File: src/cvr_regs.svh
// Functional notes
// - Control register is 16 bits; bits 15 to 11 store nothing and read zero.
// - Bit 10 picks external positive reference or ladder for comparator reference.
// - Bits 9:8 pick inverting source: 00 band gap, 11 external, others reserved.
// - Bit 7 powers the reference ladder on when one, down when zero.
// - Bit 6 connects the generated reference to its output pin when set.
// - Bit 5 picks ladder span: external references when set, analog rails when clear.
// - Bits 4:0 hold level code 0 to 31; output is low rail plus code/32 span.
// - Two output ranges of 16 levels each, flagged by level code bit 4, with the same step size.
// - Noninverting select set routes internal reference; clear routes first external pin.
// - Channel select 11 routes inverting input to the band-gap source selection.
`ifndef CVR_REGS_SVH
`define CVR_REGS_SVH

`define CVR_ADDR_W 16
`define CVR_DATA_W 16
`define CVR_NUM_CMP 3
`define CVR_OFS_CONTROL 16'h0000
`define CVR_OFS_STATUS 16'h0004
`define CVR_CONTROL_RESET 11'h000
`define CVR_CONTROL_PAD 5'h00
`define CVR_BIT_EXT_REF 10
`define CVR_BIT_BG_HI 9
`define CVR_BIT_BG_LO 8
`define CVR_BIT_POWER 7
`define CVR_BIT_PIN_OUT 6
`define CVR_BIT_SUPPLY 5
`define CVR_BIT_LEVEL_HI 4
`define CVR_BIT_LEVEL_LO 0
`define CVR_BIT_RANGE 4
`define CVR_BG_BANDGAP 2'h0
`define CVR_BG_EXT_REF 2'h3
`define CVR_CH_PIN_B 2'h0
`define CVR_CH_PIN_C 2'h1
`define CVR_CH_PIN_D 2'h2
`define CVR_CH_INTERNAL 2'h3

`endif

File: src/cvr_pkg.sv
`include "cvr_regs.svh"

package cvr_pkg;

    typedef struct packed {
        logic external_ref_select;
        logic [1:0] bandgap_source_select;
        logic ladder_power_on;
        logic ladder_pin_output_on;
        logic ladder_supply_select;
        logic [4:0] ladder_level_code;
    } cvr_ctrl_t;

    typedef enum logic [1:0] {
        CVR_NI_PIN_A,
        CVR_NI_LADDER,
        CVR_NI_EXT_REF
    } cvr_noninv_route_t;

    typedef enum logic [2:0] {
        CVR_INV_PIN_B,
        CVR_INV_PIN_C,
        CVR_INV_PIN_D,
        CVR_INV_BANDGAP,
        CVR_INV_EXT_REF,
        CVR_INV_OPEN
    } cvr_inv_route_t;

    typedef struct packed {
        logic [`CVR_ADDR_W-1:0] addr;
        logic [`CVR_DATA_W-1:0] wdata;
        logic wr;
        logic rd;
    } cvr_bus_req_t;

endpackage : cvr_pkg

File: src/cvr_ref_ctrl.sv
`include "cvr_regs.svh"

module cvr_ref_ctrl (
    input wire logic ref_clk,
    input wire logic rst,
    input cvr_pkg::cvr_bus_req_t bus_req,
    output logic [`CVR_DATA_W-1:0] rdata,
    input wire logic [`CVR_NUM_CMP-1:0] noninv_input_select,
    input wire logic [`CVR_NUM_CMP-1:0][1:0] inv_input_channel,
    output cvr_pkg::cvr_ctrl_t ref_ctrl,
    output logic ladder_range,
    output cvr_pkg::cvr_noninv_route_t [`CVR_NUM_CMP-1:0] noninv_route,
    output cvr_pkg::cvr_inv_route_t [`CVR_NUM_CMP-1:0] inv_route
);
    import cvr_pkg::*;

    // ------------------------------------------------------------
    // Control register.
    // ------------------------------------------------------------
    cvr_ctrl_t next_ref_ctrl;
    logic next_ladder_range;
    logic wr_ctrl;

    assign wr_ctrl = bus_req.wr && (bus_req.addr == `CVR_OFS_CONTROL);

    always_comb begin
        next_ref_ctrl = ref_ctrl;
        if (wr_ctrl) begin
            next_ref_ctrl = bus_req.wdata[`CVR_BIT_EXT_REF:0];
        end
        next_ladder_range = next_ref_ctrl.ladder_level_code[`CVR_BIT_RANGE];
    end

    always_ff @(posedge ref_clk) begin
        if (rst) begin
            ref_ctrl <= `CVR_CONTROL_RESET;
            ladder_range <= 1'b0;
        end else begin
            ref_ctrl <= next_ref_ctrl;
            ladder_range <= next_ladder_range;
        end
    end

    // ------------------------------------------------------------
    // Comparator input routing.
    // ------------------------------------------------------------
    cvr_noninv_route_t [`CVR_NUM_CMP-1:0] next_noninv_route;
    cvr_inv_route_t [`CVR_NUM_CMP-1:0] next_inv_route;

    for (genvar i = 0; i < `CVR_NUM_CMP; i++) begin : g_cmp
        always_comb begin
            if (!noninv_input_select[i]) begin
                next_noninv_route[i] = CVR_NI_PIN_A;
            end else if (next_ref_ctrl.external_ref_select) begin
                next_noninv_route[i] = CVR_NI_EXT_REF;
            end else begin
                next_noninv_route[i] = CVR_NI_LADDER;
            end
            case (inv_input_channel[i])
                `CVR_CH_PIN_B: next_inv_route[i] = CVR_INV_PIN_B;
                `CVR_CH_PIN_C: next_inv_route[i] = CVR_INV_PIN_C;
                `CVR_CH_PIN_D: next_inv_route[i] = CVR_INV_PIN_D;
                default: begin
                    case (next_ref_ctrl.bandgap_source_select)
                        `CVR_BG_BANDGAP: next_inv_route[i] = CVR_INV_BANDGAP;
                        `CVR_BG_EXT_REF: next_inv_route[i] = CVR_INV_EXT_REF;
                        default: next_inv_route[i] = CVR_INV_OPEN;
                    endcase
                end
            endcase
        end

        always_ff @(posedge ref_clk) begin
            if (rst) begin
                noninv_route[i] <= CVR_NI_PIN_A;
                inv_route[i] <= CVR_INV_PIN_B;
            end else begin
                noninv_route[i] <= next_noninv_route[i];
                inv_route[i] <= next_inv_route[i];
            end
        end
    end

    // ------------------------------------------------------------
    // Read port.
    // ------------------------------------------------------------
    logic [`CVR_DATA_W-1:0] next_rdata;
    logic [`CVR_DATA_W-1:0] status_word;

    always_comb begin
        status_word = '0;
        for (int k = 0; k < `CVR_NUM_CMP; k++) begin
            status_word[k] = (noninv_route[k] == CVR_NI_LADDER);
            status_word[k + 4] = (inv_route[k] == CVR_INV_OPEN);
        end
        status_word[8] = ladder_range;
        next_rdata = '0;
        if (bus_req.rd) begin
            case (bus_req.addr)
                `CVR_OFS_CONTROL: next_rdata = {`CVR_CONTROL_PAD, ref_ctrl};
                `CVR_OFS_STATUS: next_rdata = status_word;
                default: next_rdata = '0;
            endcase
        end
    end

    always_ff @(posedge ref_clk) begin
        if (rst) begin
            rdata <= 16'h0000;
        end else begin
            rdata <= next_rdata;
        end
    end

    // ------------------------------------------------------------
    // Checks.
    // ------------------------------------------------------------
    property p_pad_zero;
        @(posedge ref_clk) disable iff (rst)
        bus_req.rd |=> (rdata[15:11] == 5'h00);
    endproperty
    a_pad_zero: assert property (p_pad_zero) else $error("Upper control bits not zero.");

    property p_ext_ref;
        @(posedge ref_clk) disable iff (rst)
        (noninv_input_select[0] && !wr_ctrl && ref_ctrl.external_ref_select)
        |=> (noninv_route[0] == CVR_NI_EXT_REF);
    endproperty
    a_ext_ref: assert property (p_ext_ref) else $error("External reference not routed.");

    property p_bg_route;
        @(posedge ref_clk) disable iff (rst)
        (inv_input_channel[0] == 2'h3 && !wr_ctrl && ref_ctrl.bandgap_source_select == 2'h0)
        |=> (inv_route[0] == CVR_INV_BANDGAP);
    endproperty
    a_bg_route: assert property (p_bg_route) else $error("Band gap not routed.");

    property p_power;
        @(posedge ref_clk) disable iff (rst)
        wr_ctrl |=> (ref_ctrl.ladder_power_on == $past(bus_req.wdata[7]));
    endproperty
    a_power: assert property (p_power) else $error("Power bit not written.");

    property p_pin_out;
        @(posedge ref_clk) disable iff (rst)
        wr_ctrl |=> (ref_ctrl.ladder_pin_output_on == $past(bus_req.wdata[6]));
    endproperty
    a_pin_out: assert property (p_pin_out) else $error("Pin output bit not written.");

    property p_supply_level;
        @(posedge ref_clk) disable iff (rst)
        wr_ctrl |=> ({ref_ctrl.ladder_supply_select, ref_ctrl.ladder_level_code}
                     == $past(bus_req.wdata[5:0]));
    endproperty
    a_supply_level: assert property (p_supply_level) else $error("Level not written.");

    property p_range;
        @(posedge ref_clk) disable iff (rst)
        ##1 (ladder_range == ref_ctrl.ladder_level_code[4]);
    endproperty
    a_range: assert property (p_range) else $error("Range flag mismatch.");

    property p_pin_a;
        @(posedge ref_clk) disable iff (rst)
        !noninv_input_select[1] |=> (noninv_route[1] == CVR_NI_PIN_A);
    endproperty
    a_pin_a: assert property (p_pin_a) else $error("Pin A not routed.");

    property p_hold;
        @(posedge ref_clk) disable iff (rst)
        !wr_ctrl [*2] |-> $stable(ref_ctrl);
    endproperty
    a_hold: assert property (p_hold) else $error("Control changed without write.");

    property p_ladder_0;
        @(posedge ref_clk) disable iff (rst)
        (noninv_input_select[0] && !wr_ctrl && !ref_ctrl.external_ref_select)
        |=> (noninv_route[0] == CVR_NI_LADDER);
    endproperty
    a_ladder_0: assert property (p_ladder_0) else $error("Ladder not routed.");

    property p_ext_ref_2;
        @(posedge ref_clk) disable iff (rst)
        (noninv_input_select[2] && !wr_ctrl && ref_ctrl.external_ref_select)
        |=> (noninv_route[2] == CVR_NI_EXT_REF);
    endproperty
    a_ext_ref_2: assert property (p_ext_ref_2) else $error("External reference not routed.");

    property p_ladder_2;
        @(posedge ref_clk) disable iff (rst)
        (noninv_input_select[2] && !wr_ctrl && !ref_ctrl.external_ref_select)
        |=> (noninv_route[2] == CVR_NI_LADDER);
    endproperty
    a_ladder_2: assert property (p_ladder_2) else $error("Ladder not routed.");

    property p_pin_a_0;
        @(posedge ref_clk) disable iff (rst)
        !noninv_input_select[0] |=> (noninv_route[0] == CVR_NI_PIN_A);
    endproperty
    a_pin_a_0: assert property (p_pin_a_0) else $error("Pin A not routed.");

    property p_pin_a_2;
        @(posedge ref_clk) disable iff (rst)
        !noninv_input_select[2] |=> (noninv_route[2] == CVR_NI_PIN_A);
    endproperty
    a_pin_a_2: assert property (p_pin_a_2) else $error("Pin A not routed.");

    property p_internal_0;
        @(posedge ref_clk) disable iff (rst)
        noninv_input_select[0] |=> (noninv_route[0] != CVR_NI_PIN_A);
    endproperty
    a_internal_0: assert property (p_internal_0) else $error("Internal reference not used.");

    property p_internal_2;
        @(posedge ref_clk) disable iff (rst)
        noninv_input_select[2] |=> (noninv_route[2] != CVR_NI_PIN_A);
    endproperty
    a_internal_2: assert property (p_internal_2) else $error("Internal reference not used.");

    property p_inv_pin_b;
        @(posedge ref_clk) disable iff (rst)
        (inv_input_channel[1] == 2'h0) |=> (inv_route[1] == CVR_INV_PIN_B);
    endproperty
    a_inv_pin_b: assert property (p_inv_pin_b) else $error("Pin B not routed.");

    property p_inv_pin_c;
        @(posedge ref_clk) disable iff (rst)
        (inv_input_channel[1] == 2'h1) |=> (inv_route[1] == CVR_INV_PIN_C);
    endproperty
    a_inv_pin_c: assert property (p_inv_pin_c) else $error("Pin C not routed.");

    property p_inv_pin_d;
        @(posedge ref_clk) disable iff (rst)
        (inv_input_channel[2] == 2'h2) |=> (inv_route[2] == CVR_INV_PIN_D);
    endproperty
    a_inv_pin_d: assert property (p_inv_pin_d) else $error("Pin D not routed.");

    property p_inv_ext;
        @(posedge ref_clk) disable iff (rst)
        (inv_input_channel[0] == 2'h3 && !wr_ctrl && ref_ctrl.bandgap_source_select == 2'h3)
        |=> (inv_route[0] == CVR_INV_EXT_REF);
    endproperty
    a_inv_ext: assert property (p_inv_ext) else $error("External reference not offered.");

    property p_inv_open;
        @(posedge ref_clk) disable iff (rst)
        (inv_input_channel[0] == 2'h3 && !wr_ctrl && ref_ctrl.bandgap_source_select[1] != ref_ctrl.bandgap_source_select[0])
        |=> (inv_route[0] == CVR_INV_OPEN);
    endproperty
    a_inv_open: assert property (p_inv_open) else $error("Reserved code not left open.");

    property p_bg_route_2;
        @(posedge ref_clk) disable iff (rst)
        (inv_input_channel[2] == 2'h3 && !wr_ctrl && ref_ctrl.bandgap_source_select == 2'h0)
        |=> (inv_route[2] == CVR_INV_BANDGAP);
    endproperty
    a_bg_route_2: assert property (p_bg_route_2) else $error("Band gap not routed.");

    property p_ctrl_write;
        @(posedge ref_clk) disable iff (rst)
        wr_ctrl |=> (ref_ctrl == $past(bus_req.wdata[10:0]));
    endproperty
    a_ctrl_write: assert property (p_ctrl_write) else $error("Control word not written.");

    property p_rd_ctrl;
        @(posedge ref_clk) disable iff (rst)
        (bus_req.rd && bus_req.addr == `CVR_OFS_CONTROL)
        |=> (rdata == {5'h00, $past(ref_ctrl)});
    endproperty
    a_rd_ctrl: assert property (p_rd_ctrl) else $error("Control read wrong.");

    property p_rd_idle;
        @(posedge ref_clk) disable iff (rst)
        !bus_req.rd |=> (rdata == 16'h0000);
    endproperty
    a_rd_idle: assert property (p_rd_idle) else $error("Read data not cleared.");

    property p_reset_clear;
        @(posedge ref_clk)
        $past(rst) |-> (ref_ctrl == 11'h000 && rdata == 16'h0000
                        && noninv_route[0] == CVR_NI_PIN_A && inv_route[0] == CVR_INV_PIN_B);
    endproperty
    a_reset_clear: assert property (p_reset_clear) else $error("Reset state wrong.");

    property p_status_range;
        @(posedge ref_clk) disable iff (rst)
        (bus_req.rd && bus_req.addr == `CVR_OFS_STATUS)
        |=> (rdata[8] == $past(ladder_range));
    endproperty
    a_status_range: assert property (p_status_range) else $error("Status range wrong.");

    property p_range_hi;
        @(posedge ref_clk) disable iff (rst)
        (wr_ctrl && bus_req.wdata[4]) |=> ladder_range;
    endproperty
    a_range_hi: assert property (p_range_hi) else $error("Upper range not flagged.");

    property p_range_lo;
        @(posedge ref_clk) disable iff (rst)
        (wr_ctrl && !bus_req.wdata[4]) |=> !ladder_range;
    endproperty
    a_range_lo: assert property (p_range_lo) else $error("Lower range not flagged.");

    property p_ext_bit;
        @(posedge ref_clk) disable iff (rst)
        wr_ctrl |=> (ref_ctrl.external_ref_select == $past(bus_req.wdata[10]));
    endproperty
    a_ext_bit: assert property (p_ext_bit) else $error("Reference select not written.");

    property p_bg_bits;
        @(posedge ref_clk) disable iff (rst)
        wr_ctrl |=> (ref_ctrl.bandgap_source_select == $past(bus_req.wdata[9:8]));
    endproperty
    a_bg_bits: assert property (p_bg_bits) else $error("Band gap select not written.");

endmodule : cvr_ref_ctrl

File: config.mk
export PLATFORM = sky130hd
export DESIGN_NAME = cvr_ref_ctrl
export DESIGN_NICKNAME = d
export VERILOG_FILES = /design/src/cvr_pkg.sv /design/src/cvr_ref_ctrl.sv
export VERILOG_INCLUDE_DIRS = /design/src
export SDC_FILE = /design/constraint.sdc
export NUM_CORES = 1
export LEC_CHECK = 0
export ABC_AREA = 1
export BUFFER_PORTS_ARGS = -buffer_cell sky130_fd_sc_hd__buf_2
export CAP_MARGIN = 25
export CORE_MARGIN = 5
export CORE_UTILIZATION = 48
export CTS_BUF_LIST = sky130_fd_sc_hd__clkbuf_2 sky130_fd_sc_hd__clkbuf_4 sky130_fd_sc_hd__clkbuf_8
export DETAILED_ROUTE_END_ITERATION = 8
export GPL_TIMING_DRIVEN = 1
export PLACE_DENSITY_LB_ADDON = 0.08
export SETUP_SLACK_MARGIN = 0.15
export SLEW_MARGIN = 20
export SYNTH_ARGS = -nofsm -noshare
export SYNTH_HDL_FRONTEND = slang
export SYNTH_SLANG_ARGS = --single-unit
File: constraint.sdc
create_clock -name ref_clk -period 2.02 [get_ports ref_clk]
set_input_delay 0 -clock ref_clk [delete_from_list [all_inputs] [get_ports ref_clk]]
set_output_delay 0 -clock ref_clk [all_outputs]
set_load 0.005 [all_outputs]
# Word-level counts from Yosys, hierarchy flattened
# Index checks and enable logic that the tools add are counted.
# Widths: inputs -> output; s select.
dict set report totals {
  regBits 42
  out_inout_bits 43
}
dict set report classes {
  n_eq_ne 14
  muxes 7
  n_bitwise 4
  reduce_logical 10
}
# op n
set op_table {}
lappend op_table {{$pmux 3 s3} 3}
lappend op_table {{$pmux 11 s2} 1}
lappend op_table {{$eq 16x3->1 const B} 1}
lappend op_table {{$logic_not 16->1} 1}
lappend op_table {{$eq 2x1->1 const B} 6}
lappend op_table {{$mux 11} 1}
lappend op_table {{$eq 3x3->1 const B} 3}
lappend op_table {{$eq 2x2->1 const B} 4}
lappend op_table {{$logic_not 2->1} 4}
lappend op_table {{$reduce_or 2->1} 4}
lappend op_table {{$pmux 3 s2} 1}
lappend op_table {{$not 1->1} 4}
lappend op_table {{$mux 2} 1}
lappend op_table {{$logic_and 1x1->1} 1}

# Logic depth before layout (Yosys ltp)
# Gate-level depths: netlist of the first run.
dict set report logic_depth {
  word_depth 6
  depth_mapped 9
}

# Least setup slack after synthesis of the first run
# OpenSTA, ideal clock, no wires.
dict set report synth_path {
  kind {input -> register}
  startpoint {input port bus_req[25] (netlist name)}
  endpoint {register noninv_route[1] (netlist name)}
  setup_time_ns 0.062
  arrival_ns 0.948
  required_ns 1.958
  path_slack_ns 1.009
  cell_stages 9
  path_buffers 0
  path_cell_list {nor2_1 nand2_2 nor2_4 nand2_4 nor2_8 nand2_2 o21ai_2 nand2_4 nor2_2}
}
dict set report synth_via {
  elab_chain_cells 4
}
# item line_no
set synth_lines {}
lappend synth_lines {{from (decl)} cvr_ref_ctrl.sv:6} ;# input cvr_pkg::cvr_bus_req_t bus_req,
lappend synth_lines {{$logic_not 16->1} n/a}
lappend synth_lines {{$logic_and 1x1->1} cvr_ref_ctrl.sv:24} ;# assign wr_ctrl = bus_req.wr && (bus_req.addr == `CVR_OFS_CONTROL);
lappend synth_lines {{$mux 11} cvr_ref_ctrl.sv:28} ;# if (wr_ctrl) begin
lappend synth_lines {{$mux 2} cvr_ref_ctrl.sv:54} ;# end else if (next_ref_ctrl.external_ref_select) begin
lappend synth_lines {{to (signal, indexed assignment)} cvr_ref_ctrl.sv:78} ;# noninv_route[i] <= next_noninv_route[i];
lappend synth_lines {{to (decl)} cvr_ref_ctrl.sv:12} ;# output cvr_pkg::cvr_noninv_route_t [`CVR_NUM_CMP-1:0] noninv_route,
# Every way passes these cells.
# A chain may end at the register's enable or synchronous reset.

# Worst setup path after layout of the first run
dict set report layout_path {
  startpoint {input port bus_req[25] (netlist name)}
  endpoint {register inv_route[1] (netlist name)}
}
dict set report layout_via {
  elab_chain_cells 6
  elab_cells_between_ends 7
  cone_classes {eq/ne: 1; mux: 3; reduce/logical: 3}
}
# item line_no
set layout_lines {}
lappend layout_lines {{$logic_not 16->1 *} n/a}
lappend layout_lines {{$logic_and 1x1->1 *} cvr_ref_ctrl.sv:24}
lappend layout_lines {{$mux 11 *} cvr_ref_ctrl.sv:28}
lappend layout_lines {{$eq 2x2->1 or $logic_not 2->1 (tied branches)} cvr_ref_ctrl.sv:64} ;# case (next_ref_ctrl.bandgap_source_select)
lappend layout_lines {{$pmux 3 s2 *} cvr_ref_ctrl.sv:64}
lappend layout_lines {{$pmux 3 s3 *} cvr_ref_ctrl.sv:59} ;# case (inv_input_channel[i])
lappend layout_lines {{to (signal, indexed assignment)} cvr_ref_ctrl.sv:79} ;# inv_route[i] <= next_inv_route[i];
lappend layout_lines {{to (decl)} cvr_ref_ctrl.sv:13} ;# output cvr_pkg::cvr_inv_route_t [`CVR_NUM_CMP-1:0] inv_route
# Every way passes the cells marked *; elsewhere a longest branch is shown, timed or not.

==> out/metrics.yaml, run 1 <==
worst_setup_path:
  r2r_end: "inv_route[1]"
  crit_family: "simple AND/OR/NAND/NOR gates"
  reg2regPathDepth: 6
  cp-end-kind: "register"
  cp.arrival_ps: 1790
  start_kind: "primary input"
  crit_chain: "buf_2 > nor2_1 > nand2_2 > nor2_4 > nand3_2 > nand2_1 > nand2_1 > nand2_2 > a21oi_1 > dlygate4sd3_1"
  crit_fanout: 14
  worst_ep_required_time_ps: 2250
  setup.worst_path.class: "primary input to register"
  critical_path.slowest_cell: "dlygate4sd3_1"
  slowest_delay_ps: 560
  crit_buf_inv: 2
  reg2reg_slack_ps: 580
  r2r-start: "ref_ctrl[8]"
power_and_ir_drop:
  sw_frac_of_total_pct: 23.03
  p_per_area_nw_per_um2: 646.2
  clkPwrFrac_pct: 37.5
  p_int_mw: 1.070
  p_leak_nw: 1.124
  seqPwrFrac_pct: 53.5
  ir_drop_mv: 0.4296
  combPwrFrac_pct: 9.0
  p_switching_mw: 0.3203
clock_tree:
  path_clk_slew_ps: 130
  clk_latency_ps: 350
  hold_buffers: 21
  h-tree-depth: 2
  cts_tree: "built"
  cts.sinks: 37
  cts-root-buf: "clkbuf_4"
  cts_buffers: 5
  clockBufferDepth: 2
  cts_setup_buffers: 0
  cts_resized: 0
floorplan:
  coreArea_um2: 3003
  rows: 20
  io_pins: 88
  die_area_um2: 4279
  start_util_pct: 49.08
  fp.dieW_um: 65.42
  die_h_um: 65.42
global_route:
  grt_pass1_vias: 1391
  antenna_found_initial: 0
  gr-total-overflow: 0
  grt_pass1_wl_um: 6182
  grt_max_degree: 16
  grt_usage_pct: 19.14
routing:
  wl_per_cell_um: 12.13
  dr_total_vias: 1502
  drtIter0Drc: 46
  dr.pass1.iters: 6
  drt-total-wl_um: 3869
  drc_errors: 0
  via_per_inst: 4.708
  ant_nets: 0
placed_design:
  place_congestion: 0.7382
  portBuffers: 77
  dp_hpwl_um: 2748
sta:
  setup_viol: 0
  timing.fmax_ghz: 0.6411
  rsz0062_at_grt: "false"
  fin_crit_ps: 1560
  slew_violations: 0
  finalHoldViolCount: 0
  fin_hold_ws_ps: 6.540
  fin_crit_sh_pct: 77.22
  tns_ps: 0
  finClkSkew_ps: 12.10
min_path:
  whs_endpoint: "ref_ctrl[5]"
  hp-class: "primary input to register"
  hold_start: "rst"
  whs_path_depth: 2
synthesis:
  yosys_warnings: 0
  yosysSeqAreaShare_pct: 50.25
  synthCells: 185
  ys_ff_latch: 37
  synth.avg_cell_area_um2: 7.967
  ys_types: 22
  synth_area_um2: 1474
finish:
  syn_to_final_growth_pct: 46.01
  nNetsFinal: 330
  drive_gt1_share_pct: 34.62
  diodes: 0
  final_cell_mix: "buf_2 (77), nand2_1 (41), dfxtp_1 (37)"
  final_common_cell: "buf_2"
flow_run:
  max-cap-violations: 0
status:
  status: "completed"
## cells in the mapped netlist (all sizes together)
master | n | share of area [%]
a21oi | 18 | 6.1
clkbuf | 2 | 0.51
buf | 7 | 3.4
o21ai | 3 | 1.3
nor2 | 25 | 9.0
nand3b | 4 | 2.0
nor3b | 1 | 1.3
nand3 | 7 | 2.7
conb | 1 | 0.25
dfxtp | 37 | 50
nor3 | 7 | 2.4
nand2 | 46 | 13
nand4 | 4 | 1.7
inv | 23 | 5.9
## metrics by stage
stage	total power, mW	cell area (um^2)	worst slack [ps]	utilization [%]	cells
final	1.391	2152	460.2	71.67	319
after global routing	1.441	2152	267.0	71.67	319
after CTS	1.390	2152	464.4	71.67	319
after detailed placement	0.8526	1858	650.1	61.88	290
after global placement	0.8517	1858	656.3	61.88	290
after floorplan	0.8022	1489	1009	-	189
## layout make-up
cell class	count	area, um^2
clock buffer	5	37.54
clock inverter	3	46.29
fill	263	850.8
inverter	23	86.33
multi-input combinational	120	604.3
sequential	37	740.7
tap	33	41.29
timing repair buffer	98	595.6
## worst reg2reg max path: stages, from the launching register on
cell           delay (ps)
dfxtp_1               390
inv_1                  50
nand2_1                60
nand2_1                80
nand2_2               130
a21oi_1                70
dlygate4sd3_1         560
## power by group through the flow
| stage | sequential, mW | combinational (mW) | clock (mW) |
|---|---|---|---|
| 6_report | 0.744 | 0.125 | 0.522 |
| 4_1_cts | 0.744 | 0.124 | 0.523 |
| 5_1_grt | 0.745 | 0.140 | 0.556 |
| 2_1_floorplan | 0.761 | 0.0410 | 0 |
| 3_3_place_gp | 0.760 | 0.0914 | 0 |
| 3_5_place_dp | 0.760 | 0.0924 | 0 |
## worst max-delay path by stage
| stage | end | depth (start not counted) | startpoint | slack, ps |
|---|---|---|---|---|
| 2_1_floorplan | noninv_route[1] | 9 | bus_req[25] | 1010 |
| 3_3_place_gp | inv_route[7] | 9 | bus_req[23] | 660 |
| 3_5_place_dp | inv_route[1] | 9 | bus_req[25] | 650 |
| 4_1_cts | inv_route[1] | 10 | bus_req[25] | 460 |
| 5_1_grt | inv_route[4] | 10 | bus_req[25] | 270 |
| 6_report | inv_route[1] | 10 | bus_req[25] | 460 |
## layer usage
layer	track usage, %	part of all wire (%)
met5	0	0
met3	6.496	7.7
met4	5.440	1.4
met2	35.15	51
met1	20.64	40
## logic make-up after synthesis
kind of cell	after synthesis	synth area share (%)
and+or+nand+nor	94	32.34
DFF	37	50.25
other	1	0.2544
AOI/OAI and AO/OA	21	7.386
buffers and inverters	32	9.762
## flip-flops by register name (all words and copies together), names as in the netlist
| name | flops |
|---|---|
| inv_route | 9 |
| noninv_route | 6 |
| rdata | 11 |
| ref_ctrl | 11 |
No activity file was read; power rests on OpenSTA's default activity.
==> run 2, diff against run 1 <==
--- a/config.mk
+++ b/config.mk
@@ -10,7 +10,7 @@
 export BUFFER_PORTS_ARGS = -buffer_cell sky130_fd_sc_hd__buf_2
 export CAP_MARGIN = 25
 export CORE_MARGIN = 5
-export CORE_UTILIZATION = 48
+export CORE_UTILIZATION = 40
 export CTS_BUF_LIST = sky130_fd_sc_hd__clkbuf_2 sky130_fd_sc_hd__clkbuf_4 sky130_fd_sc_hd__clkbuf_8
 export DETAILED_ROUTE_END_ITERATION = 8
 export GPL_TIMING_DRIVEN = 1
==> constraint.sdc (replaced) <==
create_clock -name ref_clk -period 1.35 [get_ports ref_clk]
set_input_delay 0 -clock ref_clk [delete_from_list [all_inputs] [get_ports ref_clk]]
set_output_delay 0 -clock ref_clk [all_outputs]
set_load 0.005 [all_outputs]
==> run 2 against run 1 <==
Effect of this change: worst hold slack hardly changed; total power increased by 64%; clock skew is 7.2 ps lower; sequential share of layout area fell by 0.67 points.
==> out/metrics.yaml, run 2 (synthesis results as in run 1) <==
global_route:
  grt_pass1_wl_um: 6575
  grt_pass1_vias: 1465
  antenna_found_initial: 0
  grt_usage_pct: 16.44
  gr-total-overflow: 0
  grt_max_degree: 15
placed_design:
  dpl_cell_area_um2: 1914
  place_congestion: 0.7073
  dp_hpwl_um: 2969
  place_ws_ps: 122.7
  portBuffers: 77
routing:
  dr_total_vias: 1450
  dr.pass1.iters: 4
  drtIter0Drc: 47
  via_per_inst: 4.341
  wl_per_cell_um: 11.76
  drc_errors: 0
  drt-total-wl_um: 3929
  ant_nets: 0
power_and_ir_drop:
  ir_drop_mv: 0.7279
  power_mw: 2.277
  p_per_area_nw_per_um2: 1037
  p_leak_nw: 1.140
sta:
  setup_ws_ps: 425.1
  setup_viol: 0
  fin_hold_ws_ps: 6.870
  rsz0062_at_grt: "false"
  tns_ps: 0
  slew_violations: 0
  finalHoldViolCount: 0
  timing.fmax_ghz: 1.081
  fin_crit_sh_pct: 68.51
  fin_crit_ps: 924.9
  finClkSkew_ps: 4.943
floorplan:
  coreArea_um2: 3606
  die_h_um: 70.70
  fp.dieW_um: 70.70
  die_area_um2: 4998
  start_util_pct: 40.87
  io_pins: 88
  rows: 22
worst_setup_path:
  reg2reg_slack_ps: 430
  cp.arrival_ps: 1150
  setup.worst_path.class: "register to register"
  crit_fanout: 4
  start_kind: "register"
  worst_ep_required_time_ps: 1580
  reg2regPathDepth: 4
  cp-end-kind: "register"
clock_tree:
  cts_tree: "built"
  h-tree-depth: 2
  clockBufferDepth: 2
  cts_resized: 0
  cts.sinks: 37
  cts_buffers: 5
  path_clk_slew_ps: 70
  cts-root-buf: "clkbuf_8"
  cts_setup_buffers: 0
  clk_latency_ps: 280
finish:
  fin_area_um2: 2195
  diodes: 0
  syn_to_final_growth_pct: 48.90
  drive_gt1_share_pct: 36.36
  final_common_cell: "buf_2"
  nNetsFinal: 330
  reg_top3: "rdata (11), ref_ctrl (11), inv_route (9)"
  fill_cells: 341
  final_cell_mix: "buf_2 (77), nand2_1 (41), dfxtp_1 (37)"
status:
  status: "completed"
min_path:
  hp-class: "primary input to register"
  whs_path_depth: 3
flow_run:
  max-cap-violations: 0
==> run 2: changes by cell type in the layout (fill, tap and decap cells not counted), sizes merged <==
cell,delta
dlygate4sd3,-5
clkinv,-1
buf,+5
clkbuf,+1
==> run 2: what timing repair did <==
action / 4_1_cts / 5_1_grt
setup endpoints to repair: 0 / 0
hold endpoints to repair: 22 / 0
hold buffers: 16 / 0
==> run 2: final timing paths <==
kind	startpoint	end
max	ref_ctrl[10]	noninv_route[3]
min reg2reg	ref_ctrl[7]	rdata[7]
max reg2reg	ref_ctrl[10]	noninv_route[3]
min	bus_req[9]	ref_ctrl[7]
==> run 2: layout make-up <==
class	instances	area, um^2	share of cell area [%]
timing repair buffer	98	583.1	26.57
multi-input combinational	120	604.3	27.54
sequential	37	740.7	33.75
inverter	23	86.33	3.934
clock buffer	6	82.58	3.763
tap	48	60.06	2.737
clock inverter	2	37.54	1.710
==> run 2: metal layers <==
layer  up-vias  GRT usage (%)  wire, um
li1        772              -         -
met1       630          18.73      1706
met2        46          27.60      1861
met3         2          7.386       335
met4         0          5.010        26
met5         -              0         0
==> run 2: report_power, final <==
part	internal (mW)	total (mW)	leakage (nW)	switching, mW
Sequential	1.11	1.11	0.300	0.00671
Clock	0.600	0.984	0.0574	0.384
Combinational	0.0981	0.180	0.782	0.0820
==> run 2: worst max-delay path: stages, from the launching register on <==
cell and delay, ps:
dfxtp_1 340, inv_1 70, o21ai_2 270, nand2_4 110, nor2_2 80
==> run 2: metrics by stage <==
stage	std cells	util [%]
floorplan	189	-
global placement	310	53.09
detailed placement	310	53.09
CTS	334	60.86
global route	334	60.86
finish	334	60.86
